`src/rtl/flash_sec_pkg.sv`:
```
// Constants for the flash security and block-protection option logic.
// What this block does
// - Reset copies nonvolatile options into working options.
// - Backdoor enable clear blocks key unlock.
// - Key writes accepted only from user firmware.
// - Eight ordered key bytes; match unlocks until reset.
// - Redirect-disable bit 1 disables vector redirection.
// - Only security code 1:0 means unsecured.
// - Secure state blocks unsecured memory access.
// - Key match or blank check forces 1:0.
// - Key-write mode steers window writes to key.
// - Reset copies nonvolatile protection; always readable.
// - Software may only shrink protect select.
// - Protect disable set freezes software protection writes.
// - Debug writes change protection without restriction.
// - Protect select sets high-end protected boundary.
// - Protected block refuses program and erase.
// - Protect disable set protects nothing.
// - Protected command ignored, violation flag set.
// - Clearing key-write mode starts key comparison.
package flash_sec_pkg;
  // ==========================================================
  // Register offsets (byte addresses)
  localparam logic [7:0]  OFS_OPTIONS        = 8'h00;
  localparam logic [7:0]  OFS_CONFIG         = 8'h04;
  localparam logic [7:0]  OFS_PROTECT        = 8'h08;
  localparam logic [7:0]  OFS_STATUS         = 8'h0c;
  // ==========================================================
  // Field positions
  localparam int          BIT_BACKDOOR_EN    = 7;
  localparam int          BIT_REDIRECT_DIS   = 6;
  localparam int          BIT_KEY_WRITE_MODE = 5;
  localparam int          BIT_PROT_DISABLE   = 0;
  localparam int          BIT_PVIOL          = 5;
  localparam int          BIT_SECURE         = 0;
  localparam logic [1:0]  SEC_UNSECURED      = 2'h2;
  // ==========================================================
  // Reset values: secure and protected above 0x01ff until the copy lands
  localparam logic [7:0]  RST_OPTIONS        = 8'h00;
  localparam logic [7:0]  RST_CONFIG         = 8'h00;
  localparam logic [7:0]  RST_PROTECT        = 8'h00;
  // ==========================================================
  // Key window and flash geometry
  localparam logic [15:0] KEY_BASE           = 16'hffb0;
  localparam int          KEY_BYTES          = 8;
  localparam logic [8:0]  BLOCK_LOW_ONES     = 9'h1ff;
endpackage : flash_sec_pkg

```
`src/rtl/key_if.sv`:
```
// Carrier between the option logic and the key comparator.
interface key_if;
  logic        wr_valid;
  logic [2:0]  wr_index;
  logic [7:0]  wr_data;
  logic        compare;
  logic [63:0] stored_key;
  logic        match;
  modport host   (output wr_valid, wr_index, wr_data, compare, stored_key,
                  input  match);
  modport engine (input  wr_valid, wr_index, wr_data, compare, stored_key,
                  output match);
endinterface : key_if

```
`src/rtl/flash_security_protection_opts.sv`:
```
// Flash security options, backdoor unlock and block protection.
module flash_security_protection_opts #(
  parameter int ADDR_W = 16
) (
  input  wire logic              clk_i,
  input  wire logic              resetn_i,
  // APB slave
  input  wire logic              psel_i,
  input  wire logic              penable_i,
  input  wire logic              pwrite_i,
  input  wire logic [7:0]        paddr_i,
  input  wire logic [31:0]       pwdata_i,
  output logic      [31:0]       prdata_o,
  output logic                   pready_o,
  output logic                   pslverr_o,
  input  wire logic              background_debug_i,
  // Nonvolatile locations
  input  wire logic [7:0]        nv_options_location_i,
  input  wire logic [7:0]        nv_protect_location_i,
  input  wire logic [63:0]       stored_unlock_key_i,
  // Writes into flash space
  input  wire logic              fw_valid_i,
  input  wire logic [ADDR_W-1:0] fw_addr_i,
  input  wire logic [7:0]        fw_data_i,
  input  wire logic              fw_from_debug_i,
  output logic                   array_write_o,
  output logic      [ADDR_W-1:0] array_addr_o,
  output logic      [7:0]        array_data_o,
  // Command launch check
  input  wire logic              cmd_launch_i,
  input  wire logic [ADDR_W-1:0] cmd_addr_i,
  input  wire logic              cmd_mass_i,
  output logic                   cmd_start_o,
  output logic                   cmd_reject_o,
  input  wire logic              blank_ok_i,
  // Memory access gate
  input  wire logic              mem_req_i,
  input  wire logic              mem_src_unsecure_i,
  output logic                   mem_deny_o,
  // Status levels
  output logic                   secure_o,
  output logic                   redirect_enable_o,
  output logic      [6:0]        protect_select_o,
  output logic                   protect_disable_o
);
  logic              load_done_reg;
  logic [7:0]        options_reg;
  logic [7:0]        config_reg;
  logic [7:0]        protect_reg;
  logic              pviol_reg;
  logic [31:0]       prdata_reg;
  logic              pready_reg;
  logic              pslverr_reg;
  logic              compare_reg;
  logic              array_write_reg;
  logic [ADDR_W-1:0] array_addr_reg;
  logic [7:0]        array_data_reg;
  logic              cmd_start_reg;
  logic              cmd_reject_reg;
  logic              mem_deny_reg;
  logic              secure_reg;
  logic              redirect_reg;
  logic              setup;
  logic              wr_done;
  logic              sw_prot_wr;
  logic              dbg_prot_wr;
  logic              in_key_win;
  logic              cmd_prot;
  logic              unlock;
  logic [31:0]       read_mux;

  key_if key ();

  // ==========================================================
  // Helpers
  function automatic logic hit(input logic [7:0] a, input logic [7:0] ofs);
    return a == ofs;
  endfunction : hit

  // Protected when above the last unprotected address
  function automatic logic is_prot(input logic [7:0] p,
                                   input logic [ADDR_W-1:0] a);
    logic [ADDR_W-1:0] last;
    last = ADDR_W'({p[7:1], flash_sec_pkg::BLOCK_LOW_ONES});
    return !p[flash_sec_pkg::BIT_PROT_DISABLE] && a > last;
  endfunction : is_prot

  // ==========================================================
  // APB decode; zero-wait answer in the access cycle
  assign setup   = psel_i && !penable_i;
  assign wr_done = psel_i && penable_i && pready_reg && pwrite_i;

  always_comb begin
    read_mux = 32'h0000_0000;
    if (hit(paddr_i, flash_sec_pkg::OFS_OPTIONS)) begin
      read_mux[7:0] = options_reg;
    end else if (hit(paddr_i, flash_sec_pkg::OFS_CONFIG)) begin
      read_mux[7:0] = config_reg;
    end else if (hit(paddr_i, flash_sec_pkg::OFS_PROTECT)) begin
      read_mux[7:0] = protect_reg;
    end else if (hit(paddr_i, flash_sec_pkg::OFS_STATUS)) begin
      read_mux[flash_sec_pkg::BIT_PVIOL]  = pviol_reg;
      read_mux[flash_sec_pkg::BIT_SECURE] = secure_reg;
    end
  end

  // Answer flops: data and error are ready when pready rises
  always_ff @(posedge clk_i or negedge resetn_i) begin
    if (!resetn_i) begin
      pready_reg  <= 1'b0;
      pslverr_reg <= 1'b0;
      prdata_reg  <= 32'h0000_0000;
    end else begin
      pready_reg  <= setup;
      pslverr_reg <= setup && paddr_i[7:4] != 4'h0;
      if (setup) begin
        prdata_reg <= read_mux;
      end
    end
  end

  // ==========================================================
  // Reset-time copy happens on the first edge after release
  always_ff @(posedge clk_i or negedge resetn_i) begin
    if (!resetn_i) begin
      load_done_reg <= 1'b0;
    end else begin
      load_done_reg <= 1'b1;
    end
  end

  // Unlock only with the backdoor enabled; mismatch changes nothing
  assign unlock = key.match && options_reg[flash_sec_pkg::BIT_BACKDOOR_EN];

  // Working options: no software path writes this register
  always_ff @(posedge clk_i or negedge resetn_i) begin
    if (!resetn_i) begin
      options_reg <= flash_sec_pkg::RST_OPTIONS;
    end else if (!load_done_reg) begin
      options_reg <= nv_options_location_i;
    end else if (unlock || blank_ok_i) begin
      options_reg[1:0] <= flash_sec_pkg::SEC_UNSECURED;
    end
  end

  // ==========================================================
  // Configuration: key-write mode; 1->0 requests the compare
  always_ff @(posedge clk_i or negedge resetn_i) begin
    if (!resetn_i) begin
      config_reg  <= flash_sec_pkg::RST_CONFIG;
      compare_reg <= 1'b0;
    end else begin
      compare_reg <= 1'b0;
      if (wr_done && hit(paddr_i, flash_sec_pkg::OFS_CONFIG)) begin
        config_reg <= {2'b00, pwdata_i[flash_sec_pkg::BIT_KEY_WRITE_MODE], 5'h00};
        compare_reg <= config_reg[flash_sec_pkg::BIT_KEY_WRITE_MODE]
                       && !pwdata_i[flash_sec_pkg::BIT_KEY_WRITE_MODE];
      end
    end
  end

  // ==========================================================
  // Protection register writes
  assign sw_prot_wr  = wr_done && hit(paddr_i, flash_sec_pkg::OFS_PROTECT)
                       && !background_debug_i;
  assign dbg_prot_wr = wr_done && hit(paddr_i, flash_sec_pkg::OFS_PROTECT)
                       && background_debug_i;

  // Software may only tighten; debug is unrestricted
  always_ff @(posedge clk_i or negedge resetn_i) begin
    if (!resetn_i) begin
      protect_reg <= flash_sec_pkg::RST_PROTECT;
    end else if (!load_done_reg) begin
      protect_reg <= nv_protect_location_i;
    end else if (dbg_prot_wr) begin
      protect_reg <= pwdata_i[7:0];
    end else if (sw_prot_wr && !protect_reg[flash_sec_pkg::BIT_PROT_DISABLE]
                 && pwdata_i[7:1] < protect_reg[7:1]) begin
      protect_reg[7:1] <= pwdata_i[7:1];
    end
  end

  // ==========================================================
  // Flash-space writes: key bytes or array commands
  assign in_key_win = fw_addr_i[ADDR_W-1:3] == flash_sec_pkg::KEY_BASE[ADDR_W-1:3];

  // Debug-originated window writes never reach the comparator
  assign key.wr_valid   = fw_valid_i && in_key_win && !fw_from_debug_i
                          && config_reg[flash_sec_pkg::BIT_KEY_WRITE_MODE];
  assign key.wr_index   = fw_addr_i[2:0];
  assign key.wr_data    = fw_data_i;
  assign key.compare    = compare_reg;
  assign key.stored_key = stored_unlock_key_i;

  key_unlock_cmp #(
    .KEY_BYTES (flash_sec_pkg::KEY_BYTES)
  ) u_key (
    .clk_i    (clk_i),
    .resetn_i (resetn_i),
    .key      (key)
  );

  // Non-key writes pass on as the start of a program or erase
  always_ff @(posedge clk_i or negedge resetn_i) begin
    if (!resetn_i) begin
      array_write_reg <= 1'b0;
      array_addr_reg  <= '0;
      array_data_reg  <= 8'h00;
    end else begin
      array_write_reg <= fw_valid_i && !(in_key_win
                         && config_reg[flash_sec_pkg::BIT_KEY_WRITE_MODE]);
      if (fw_valid_i) begin
        array_addr_reg <= fw_addr_i;
        array_data_reg <= fw_data_i;
      end
    end
  end

  // ==========================================================
  // Command launch check against the protected block
  assign cmd_prot = cmd_mass_i
                    ? is_prot(protect_reg, {ADDR_W{1'b1}})
                    : is_prot(protect_reg, cmd_addr_i);

  always_ff @(posedge clk_i or negedge resetn_i) begin
    if (!resetn_i) begin
      cmd_start_reg  <= 1'b0;
      cmd_reject_reg <= 1'b0;
    end else begin
      cmd_start_reg  <= cmd_launch_i && !cmd_prot;
      cmd_reject_reg <= cmd_launch_i && cmd_prot;
    end
  end

  // Violation flag: a new violation beats a same-cycle clear
  always_ff @(posedge clk_i or negedge resetn_i) begin
    if (!resetn_i) begin
      pviol_reg <= 1'b0;
    end else if (cmd_launch_i && cmd_prot) begin
      pviol_reg <= 1'b1;
    end else if (wr_done && hit(paddr_i, flash_sec_pkg::OFS_STATUS)
                 && pwdata_i[flash_sec_pkg::BIT_PVIOL]) begin
      pviol_reg <= 1'b0;
    end
  end

  // ==========================================================
  // Security decode, redirection and memory gate
  always_ff @(posedge clk_i or negedge resetn_i) begin
    if (!resetn_i) begin
      secure_reg   <= 1'b1;
      redirect_reg <= 1'b0;
      mem_deny_reg <= 1'b0;
    end else begin
      secure_reg   <= options_reg[1:0] != flash_sec_pkg::SEC_UNSECURED;
      redirect_reg <= !options_reg[flash_sec_pkg::BIT_REDIRECT_DIS];
      mem_deny_reg <= mem_req_i && mem_src_unsecure_i && secure_reg;
    end
  end

  assign prdata_o          = prdata_reg;
  assign pready_o          = pready_reg;
  assign pslverr_o         = pslverr_reg;
  assign array_write_o     = array_write_reg;
  assign array_addr_o      = array_addr_reg;
  assign array_data_o      = array_data_reg;
  assign cmd_start_o       = cmd_start_reg;
  assign cmd_reject_o      = cmd_reject_reg;
  assign mem_deny_o        = mem_deny_reg;
  assign secure_o          = secure_reg;
  assign redirect_enable_o = redirect_reg;
  assign protect_select_o  = protect_reg[7:1];
  assign protect_disable_o = protect_reg[flash_sec_pkg::BIT_PROT_DISABLE];
endmodule : flash_security_protection_opts

```
`src/rtl/key_unlock_cmp.sv`:
```
// Backdoor key capture and comparison engine.
module key_unlock_cmp #(
  parameter int KEY_BYTES = flash_sec_pkg::KEY_BYTES
) (
  input wire logic clk_i,
  input wire logic resetn_i,
  key_if.engine    key
);
  localparam int CW = $clog2(KEY_BYTES + 1);

  logic [7:0]    entered_reg [KEY_BYTES];
  logic [CW-1:0] count_reg;
  logic          order_ok_reg;
  logic          match_reg;
  logic          all_eq;

  // ==========================================================
  // Capture entered bytes by position
  always_ff @(posedge clk_i or negedge resetn_i) begin
    if (!resetn_i) begin
      for (int i = 0; i < KEY_BYTES; i++) begin
        entered_reg[i] <= 8'h00;
      end
    end else if (key.wr_valid) begin
      entered_reg[key.wr_index] <= key.wr_data;
    end
  end

  // Track first-to-last order; any skip or repeat spoils the attempt
  always_ff @(posedge clk_i or negedge resetn_i) begin
    if (!resetn_i) begin
      count_reg    <= '0;
      order_ok_reg <= 1'b1;
    end else if (key.compare) begin
      count_reg    <= '0;
      order_ok_reg <= 1'b1;
    end else if (key.wr_valid) begin
      if (count_reg == CW'(KEY_BYTES) || CW'(key.wr_index) != count_reg) begin
        order_ok_reg <= 1'b0;
      end
      if (count_reg != CW'(KEY_BYTES)) begin
        count_reg <= count_reg + CW'(1);
      end
    end
  end

  // Byte i of the stored key sits at bits 8*i+7..8*i
  always_comb begin
    all_eq = 1'b1;
    for (int i = 0; i < KEY_BYTES; i++) begin
      if (entered_reg[i] != key.stored_key[8*i +: 8]) begin
        all_eq = 1'b0;
      end
    end
  end

  // One-cycle match verdict after each compare request
  always_ff @(posedge clk_i or negedge resetn_i) begin
    if (!resetn_i) begin
      match_reg <= 1'b0;
    end else begin
      match_reg <= key.compare && order_ok_reg && all_eq
                   && count_reg == CW'(KEY_BYTES);
    end
  end

  assign key.match = match_reg;
endmodule : key_unlock_cmp

```
`config.mk`:
```
export PLATFORM = sky130hd
export DESIGN_NAME = flash_security_protection_opts
export DESIGN_NICKNAME = d
export VERILOG_FILES = /design/src/rtl/flash_sec_pkg.sv /design/src/rtl/key_if.sv /design/src/rtl/flash_security_protection_opts.sv /design/src/rtl/key_unlock_cmp.sv
export SDC_FILE = /design/constraint.sdc
export NUM_CORES = 1
export LEC_CHECK = 0
export ABC_AREA = 1
export BUFFER_PORTS_ARGS = -buffer_cell sky130_fd_sc_hd__buf_2
export CAP_MARGIN = 20
export CORE_MARGIN = 8
export CORE_UTILIZATION = 46
export CTS_BUF_LIST = sky130_fd_sc_hd__clkbuf_4 sky130_fd_sc_hd__clkbuf_8 sky130_fd_sc_hd__clkbuf_16
export DETAILED_ROUTE_END_ITERATION = 7
export PLACE_DENSITY = 0.76
export RECOVER_POWER = 100
export SLEW_MARGIN = 30
export SYNTH_ARGS = -nofsm -noshare
export SYNTH_HDL_FRONTEND = slang
export SYNTH_SLANG_ARGS = --single-unit
```
`constraint.sdc`:
```
create_clock -name clk_i -period 1.4 [get_ports clk_i]
set_input_delay 0.07 -clock clk_i [delete_from_list [all_inputs] [get_ports clk_i]]
set_output_delay 0.07 -clock clk_i [all_outputs]
set_load 0.005 [all_outputs]
```
Word-level counts from Yosys, hierarchy flattened

Cells that the tools add are included.

Bitwise gates (word level): 1
Eq/ne operators: 19
$add $sub $neg: 1
Multiplexer cells: 35
Order comparisons: 5
Reductions and logical operators: 48

Operator list:

| kind                                                                    | number |
|---|---|
| 64-bit bitwise mux                                                      | 1 |
| 8-bit inequality test                                                   | 8 |
| 8-bit two-way mux                                                       | 4 |
| 1-bit logical AND                                                       | 30 |
| 8-bit demux with 3-bit select                                           | 1 |
| 1-bit two-way mux                                                       | 20 |
| 8-bit by 4-bit equality test with 1-bit output, second input constant   | 2 |
| 16-bit > comparator                                                     | 1 |
| 16-bit > comparator, first input constant                               | 1 |
| 4-bit two-way mux                                                       | 4 |
| 7-bit two-way mux                                                       | 2 |
| 13-bit equality test, second input constant                             | 1 |
| 8-bit by 3-bit equality test with 1-bit output, second input constant   | 1 |
| 1-bit logical NOT                                                       | 8 |
| 8-bit logical NOT                                                       | 1 |
| 2-bit nonzero test                                                      | 4 |
| 7-bit < comparator                                                      | 1 |
| 2-bit two-way mux                                                       | 3 |
| 4-bit by 1-bit adder with 4-bit output, second input constant           | 1 |
| 4-bit equality test, second input constant                              | 1 |
| 4-bit greater-or-equal comparator, second input constant                | 1 |
| 4-bit by 1-bit < comparator with 1-bit output, second input constant    | 1 |
| 2-bit by 1-bit inequality test with 1-bit output, second input constant | 2 |
| 3-bit by 4-bit inequality test with 1-bit output                        | 1 |
| other kinds (7)                                                         | 9 |

Word-level logic and storage cells: 139
Register bits after elaboration: 130

Depth between registers and ports, before layout

Gate-level depths: netlist (run 1).

Word-level depth: 11
Gate-level depth with buffers: 11
Mapped depth without buffers: 11

Modules after synthesis

From an unflattened synthesis (run 1), not the netlist that was laid out.

Cell total of the unflattened synthesis: 909
Area, all modules: 6920.4 µm²

Modules (own cells, without submodules):

| module                         | times used | seq. area each (µm²) | area an instance (µm²) | cells an instance |
|---|---|---|---|---|
| key_unlock_cmp                 | 1          | 1752.9               | 3729.8                 | 508 |
| flash_security_protection_opts | 1          | 1502.7               | 3190.6                 | 401 |

Least setup slack after synthesis (run 1)

No wires, ideal clock.

Path kind: register -> register
From: reg protect_reg[7]
To: reg protect_reg[5]
Arrival time: 1508 ps
Cell stages (with the launch flop): 9
Slack: -173 ps
Required time: 1335 ps
Period minus slack after synthesis: 1573 ps
Library setup time: 65 ps
Path through: dfrtp_1 inv_1 ha_1 a211o_1 nor2_1 nand2_2 nand2_1 nand2_1 nand2_1

Longest elaborated chain between the ends: 3

RTL lines:

| item                                                              | RTL line                              | text |
|---|---|---|
| from (decl)                                                       | flash_security_protection_opts.sv:49  | `logic [7:0] protect_reg;` |
| from (signal assigned)                                            | flash_security_protection_opts.sv:172 | `protect_reg <= flash_sec_pkg::RST_PROTECT;` |
| from (signal assigned)                                            | flash_security_protection_opts.sv:174 | `protect_reg <= nv_protect_location_i;` |
| from (signal assigned)                                            | flash_security_protection_opts.sv:176 | `protect_reg <= pwdata_i[7:0];` |
| 7-bit < comparator                                                | flash_security_protection_opts.sv:178 | `&& pwdata_i[7:1] < protect_reg[7:1]) begin` |
| 1-bit logical AND                                                 | flash_security_protection_opts.sv:178 |  |
| 3-bit by 1-bit inequality test with 1-bit output (no source line) | --                                    |  |

Every way passes these cells.
A chain may end at the register's enable or synchronous reset.

Worst setup path after layout (run 1)

From: reg config_reg[5]
To: reg u_key.entered_reg[63] (netlist bit)

Longest elaborated chain between the ends: 1

RTL lines:

| item                            | RTL line                              | text |
|---|---|---|
| from (decl)                     | flash_security_protection_opts.sv:48  | `logic [7:0] config_reg;` |
| from (signal assigned)          | flash_security_protection_opts.sv:150 | `config_reg <= flash_sec_pkg::RST_CONFIG;` |
| from (signal assigned)          | flash_security_protection_opts.sv:155 | `config_reg <= {2'b00, pwdata_i[flash_sec_pkg::BIT_KEY_WRITE_MODE], 5'h00};` |
| 1-bit logical AND               | flash_security_protection_opts.sv:189 | `&& config_reg[flash_sec_pkg::BIT_KEY_WRITE_MODE];` |
| to (signal, indexed assignment) | key_unlock_cmp.sv:25                  | `entered_reg[key.wr_index] <= key.wr_data;` |
| to (decl)                       | key_unlock_cmp.sv:11                  | `logic [7:0] entered_reg [KEY_BYTES];` |

Every way passes these cells.

==> results of run 1 <==
[stage by stage]
stage / utilization / hold WS, ps
2_1_floorplan: - / -226
3_3_place_gp: 0.567 / 42.8
3_5_place_dp: 0.567 / 40.7
4_1_cts: 0.648 / 2.64
5_1_grt: 0.652 / 19.1
6_report: 0.652 / 9.62
[routing by layer]
metal,GRT usage,vias up
met1,0.268,3324
met3,0.0662,47
li1,-,3548
met5,0,-
met2,0.409,273
met4,0.0730,0
[worst register-to-register path, stage by stage (launching register included)]
cell and delay, ps:
dfrtp_1 340, nand2_1 50, inv_1 40, nand2_1 50, nor2_2 90, nand2_2 100, nor2_8 190, nand2_8 100
nor2_4 250, buf_4 180, nand2_1 50, nand2_1 80
[final cells by class]
type | instances | area, µm²
clock buffer | 17 | 425
tap | 211 | 264
inverter | 137 | 522
sequential | 130 | 3260
timing repair buffer | 298 | 1820
antenna | 1 | 2.50
clock inverter | 15 | 168
multi-input combinational | 699 | 3490
fill | 1321 | 5310
[power groups by stage]
stage	Sequential, W	Clock, W	Combinational [W]
final	0.00399	0.00447	0.00138
after global routing	0.00401	0.00468	0.00154
after CTS	0.00399	0.00450	0.00136
after detailed placement	0.00405	0	0.00121
after global placement	0.00405	0	0.00118
after floorplan	0.00407	0	0.000531
[timing repair]
action,CTS,global route
resized for setup,51,56
endpoints found under the hold margin,141,0
hold buffers,42,0
pin swaps,21,18
setup endpoints to repair,64,81
setup buffers,5,4
[cells by family (layout without fill, tap and decap cells)]
family                     Yosys count  count (layout)  share of synthesized area
AOI/OAI and AO/OA                   81              81                     0.0598
xor gates and xnor gates            23              23                     0.0280
adders and majority gates           15              15                     0.0261
buffers and inverters              183             467                      0.114
DFF                                130             130                      0.453
other                                2              26                    0.00105
and+or+nand+nor                    555             555                      0.318
[how the worst max path moves through the flow]
stage,startpoint,endpoint,slack (ps),cells past startpoint
4_1_cts,config_reg[5],u_key.entered_reg[59],-140,11
2_1_floorplan,protect_reg[7],protect_reg[1],-90,8
3_5_place_dp,protect_reg[3],protect_reg[7],-160,11
5_1_grt,config_reg[5],u_key.entered_reg[61],-290,11
6_report,config_reg[5],u_key.entered_reg[63],-180,11
3_3_place_gp,u_key.count_reg[0],u_key.key.match,-110,10
[cell usage in the layout (no fill, tap or decap), drive strengths merged]
cell,instances
a211o,1
a211oi,1
a21oi,21
and3,1
buf,204
bufinv,3
clkbuf,69
clkinv,10
clkinvlp,4
conb,25
dfrtp,128
dfstp,2
diode,1
dlygate4sd3,42
ha,15
inv,135
nand2,432
nand3,25
nand3b,1
nand4,13
nor2,77
nor3,4
o21ai,47
o21bai,1
o22a,1
o22ai,9
or2,2
xnor2,16
xor2,7
==> impl_metrics.toml, run 1 <==
[global_route]
grt_antenna_before_repair = 1
grt_max_degree = 42
grt_pass1_wl_mm = 36.4
first_global_vias = 7287
grt_usage = 0.233
overflow = 0

[setup_path]
arrival_ps = 1940
slowest_stage = "dfrtp_1"
path_class = "flip-flop to flip-flop"
worst-path-buf-inv = 2
reg2reg_from = "config_reg[5]"
reg2regPathDepth = 11
critical_path.top_delay_family = "simple AND/OR/NAND/NOR gates"
crit_fanout = 5
crit_required_ps = 1760
timing.rr.end = "u_key.entered_reg[63]"
end_kind = "flip-flop"
cpPeakStageDelay_ps = 340
path_cells = "nand2_1 -> inv_1 -> nand2_1 -> nor2_2 -> nand2_2 -> nor2_8 -> nand2_8 -> nor2_4 -> buf_4 -> nand2_1 -> nand2_1"
worst_path_most_repeated_cell = "nand2_1"
cp-start-kind = "flip-flop"
ff2ff_setup_slack_ps = -180

[sta]
worst_slew_pin_slew_ps = 819
fmax_ghz = 0.632
finalWorstSetupSlack_ps = -183
clock_skew_ps = 6.29
fin_crit_sh = 1.13
hold_viol = 0
fin_crit_ps = 1580
slew_headroom = 0.454
drv_slew = 0
fin_setup_tns_ps = -6780
rsz0062_at_grt = "yes"
setup_violations = 77

[pwr]
combPwrFrac = 0.140
vdd_ir_drop_max_uv = 907
netSwitchingPower_w = 0.00257
fin_total_pwr_w = 0.00985
power.internal_w = 0.00727
p_per_area_mw_per_mm2 = 989
p_seq_frac = 0.406
power.leakage_nw = 5.42
clock_power_share = 0.454
swShare = 0.261

[routing]
wl_met1_mm = 8.93
drt_iter0_drc = 477
dr.pass1.iters = 6
wl_per_cell_um = 15.3
post-route-drc-count = 0
dr_total_vias = 7192
wl_mm = 23.1
routed_via_density = 4.77
ant_nets = 0
top_layer = "met4"
routed-wl-met2_mm = 11.8
met3_length_mm = 1.80

[placement]
place_ws_ps = -158
numPortBuffers = 196
dp_cells = 1425
routabilityCongestion = 0.856
placed_area_mm2 = 0.00866
hpwl_mm = 16.7

[logic_synthesis]
synth_common_cells = "nand2_1 (428), inv_1 (132), dfrtp_1 (128)"
yosysSeqAreaShare = 0.453
synth_most_common_cell = "nand2_1"
yosys-top-cells-area = "dfrtp_1 (45%), nand2_1 (22%), inv_1 (6.9%)"
ys.flop_type = "dfrtp_1"
ys_ff_latch = 130
synth_top_area_frac = 0.446
yosysUniqueCellTypes = 35
yosysTopAreaCell = "dfrtp_1"
synth_edf_count = 0
async_flop_share = 1.00
synth_cells = 989
ys_warn_count = 0
syn_avg_cell_area_um2 = 7.26
syn_area_mm2 = 0.00718

[job]
cap_violations = 0

[layout]
final_area_mm2 = 0.00995
drive_gt1_frac = 0.260
fin_cells = 1508
syn_to_final_growth_pct = 38.6
largest_reg_flops = 64
fin_nets = 1471

[clocking]
cts-root-buf = "clkbuf_16"
cts_tree = "yes"
clkTransAtPathRegs_ps = 60
htreeDepth = 4
insertion_delay_ps = 420
clock_path_buffers = 2
numCtsBuffers = 17
cts_sinks = 130

[floorplan]
die_y_um = 141
start_util = 0.471
io_pins = 245
rows = 45
dieArea_mm2 = 0.0199
die_x_um = 141
core_mm2 = 0.0153

[worst_hold_path]
min_to = "protect_reg[0]"
whs_path_depth = 3
hp-start = "nv_protect_location_i[0]"
holdCritPathClass = "primary input to flip-flop"

[status]
violations = "negative setup slack"
status = "finished, violations left"
No activity file was read; power rests on OpenSTA's default activity.
==> inputs of run 2 (changes only) <==
Clock period 1.4 ns to 1.34 ns, I/O delays scaled along.
==> impl_metrics.toml, run 2 (synthesized netlist as in run 1, its figures left out) <==
[status]
status = "finished, violations left"
violations = "negative setup slack"

[setup_path]
crit_fanout = 8
path_class = "flip-flop to flip-flop"
end_kind = "flip-flop"
reg2reg_from = "protect_reg[3]"
crit_required_ps = 1650
arrival_ps = 1960
ff2ff_setup_slack_ps = -310
timing.rr.end = "protect_reg[5]"
reg2regPathDepth = 11
cp-start-kind = "flip-flop"

[global_route]
grt_antenna_before_repair = 2
overflow = 0
first_global_vias = 7581
grt_max_degree = 42
grt_usage = 0.235
grt_pass1_wl_mm = 36.9

[worst_hold_path]
holdCritPathClass = "primary input to flip-flop"
whs_path_depth = 5
hp-start = "fw_from_debug_i"
min_to = "u_key.count_reg[3]"

[routing]
wl_met1_mm = 9.23
met3_length_mm = 1.75
wl_mm = 24.0
post-route-drc-count = 0
wl_per_cell_um = 15.7
top_layer = "met4"
routed_via_density = 4.90
ant_nets = 0
drt_iter0_drc = 577
dr_total_vias = 7462
dr.pass1.iters = 6
routed-wl-met2_mm = 12.1

[sta]
finalWorstSetupSlack_ps = -313
fin_crit_ps = 1650
fmax_ghz = 0.605
whs_ps = 25.8
hold_viol = 0
drv_slew = 0
slew_headroom = 0.394
worst_slew_pin_slew_ps = 909
rsz0062_at_grt = "yes"
fin_setup_tns_ps = -10090
clock_skew_ps = 9.48
setup_violations = 78
fin_crit_sh = 1.23

[layout]
fin_nets = 1486
layout_commonest_cell = "nand2_1"
layout_common_cells = "nand2_1 (374), buf_2 (194), dfrtp_1 (128)"
largest_reg_flops = 64
drive_gt1_frac = 0.310
utilization = 0.671
syn_to_final_growth_pct = 42.6

[pwr]
vdd_ir_drop_max_uv = 840
p_per_area_mw_per_mm2 = 989
power.leakage_nw = 5.68

[placement]
routabilityCongestion = 0.933
hpwl_mm = 16.7
place_ws_ps = -211
numPortBuffers = 196

[job]
cap_violations = 0

[clocking]
cts-root-buf = "clkbuf_16"
cts_tree = "yes"
clock_path_buffers = 2
numCtsBuffers = 17
cts_sinks = 130
clkTransAtPathRegs_ps = 60
htreeDepth = 4
insertion_delay_ps = 420

[floorplan]
rows = 45
die_x_um = 141
dieArea_mm2 = 0.0199
start_util = 0.471
io_pins = 245
die_y_um = 141
core_mm2 = 0.0153
-- run 2: metal layers --
metal / up-vias / track usage
li1: 3577 / -
met1: 3458 / 0.257
met2: 354 / 0.415
met3: 73 / 0.0645
met4: 0 / 0.111
met5: - / 0
-- run 2: worst max path at each step --
stage / from / endpoint / slack (ps) / cells past startpoint
after floorplan: protect_reg[7] / protect_reg[1] / -150 / 8
after global placement: config_reg[5] / u_key.entered_reg[48] / -170 / 11
after detailed placement: config_reg[5] / u_key.entered_reg[59] / -210 / 11
after CTS: config_reg[5] / u_key.entered_reg[53] / -220 / 11
after global routing: protect_reg[3] / protect_reg[5] / -380 / 11
final: protect_reg[3] / protect_reg[5] / -310 / 11
-- run 2: area by class of cell --
type,count,area (µm²)
repair buffers,313,2080
flip-flops and latches,130,3260
clock buffers,17,425
diodes,2,5.00
fillers,1225,5020
inverters,137,522
multi-input cells,699,3550
clock inverters,15,138
well taps,211,264
-- run 2: where the power goes --
group,internal (W),switching (W),total [W]
Clock,0.00257,0.00187,0.00444
Combinational,0.000673,0.000845,0.00152
Sequential,0.00408,0.0000844,0.00417
Total,0.00732,0.00280,0.0101
-- run 2: timing repair --
action | CTS | global route
resized for setup | 59 | 63
endpoints found under the setup margin | 77 | 79
pin swaps | 33 | 28
hold buffers | 49 | 0
buffers inserted | 8 | 2
endpoints found under the hold margin | 179 | 0
-- run 2: through the flow --
stage | std cells | power (W) | area [µm²]
after floorplan | 1012 | 0.00481 | 7310
after global placement | 1431 | 0.00547 | 8750
after detailed placement | 1431 | 0.00549 | 8750
after CTS | 1520 | 0.0100 | 10000
after global routing | 1524 | 0.0105 | 10200
final | 1524 | 0.0101 | 10200
-- run 2: worst max-delay path, cell delays in order (launching register included) --
cell and delay, ps:
dfrtp_1 360, inv_2 70, ha_4 280, nand2_2 50, o21ai_2 110, nand2_1 110
nand2_1 110, nand2_2 80, nand2_4 140, nand2_8 90, nand2_2 70, nand2_1 50
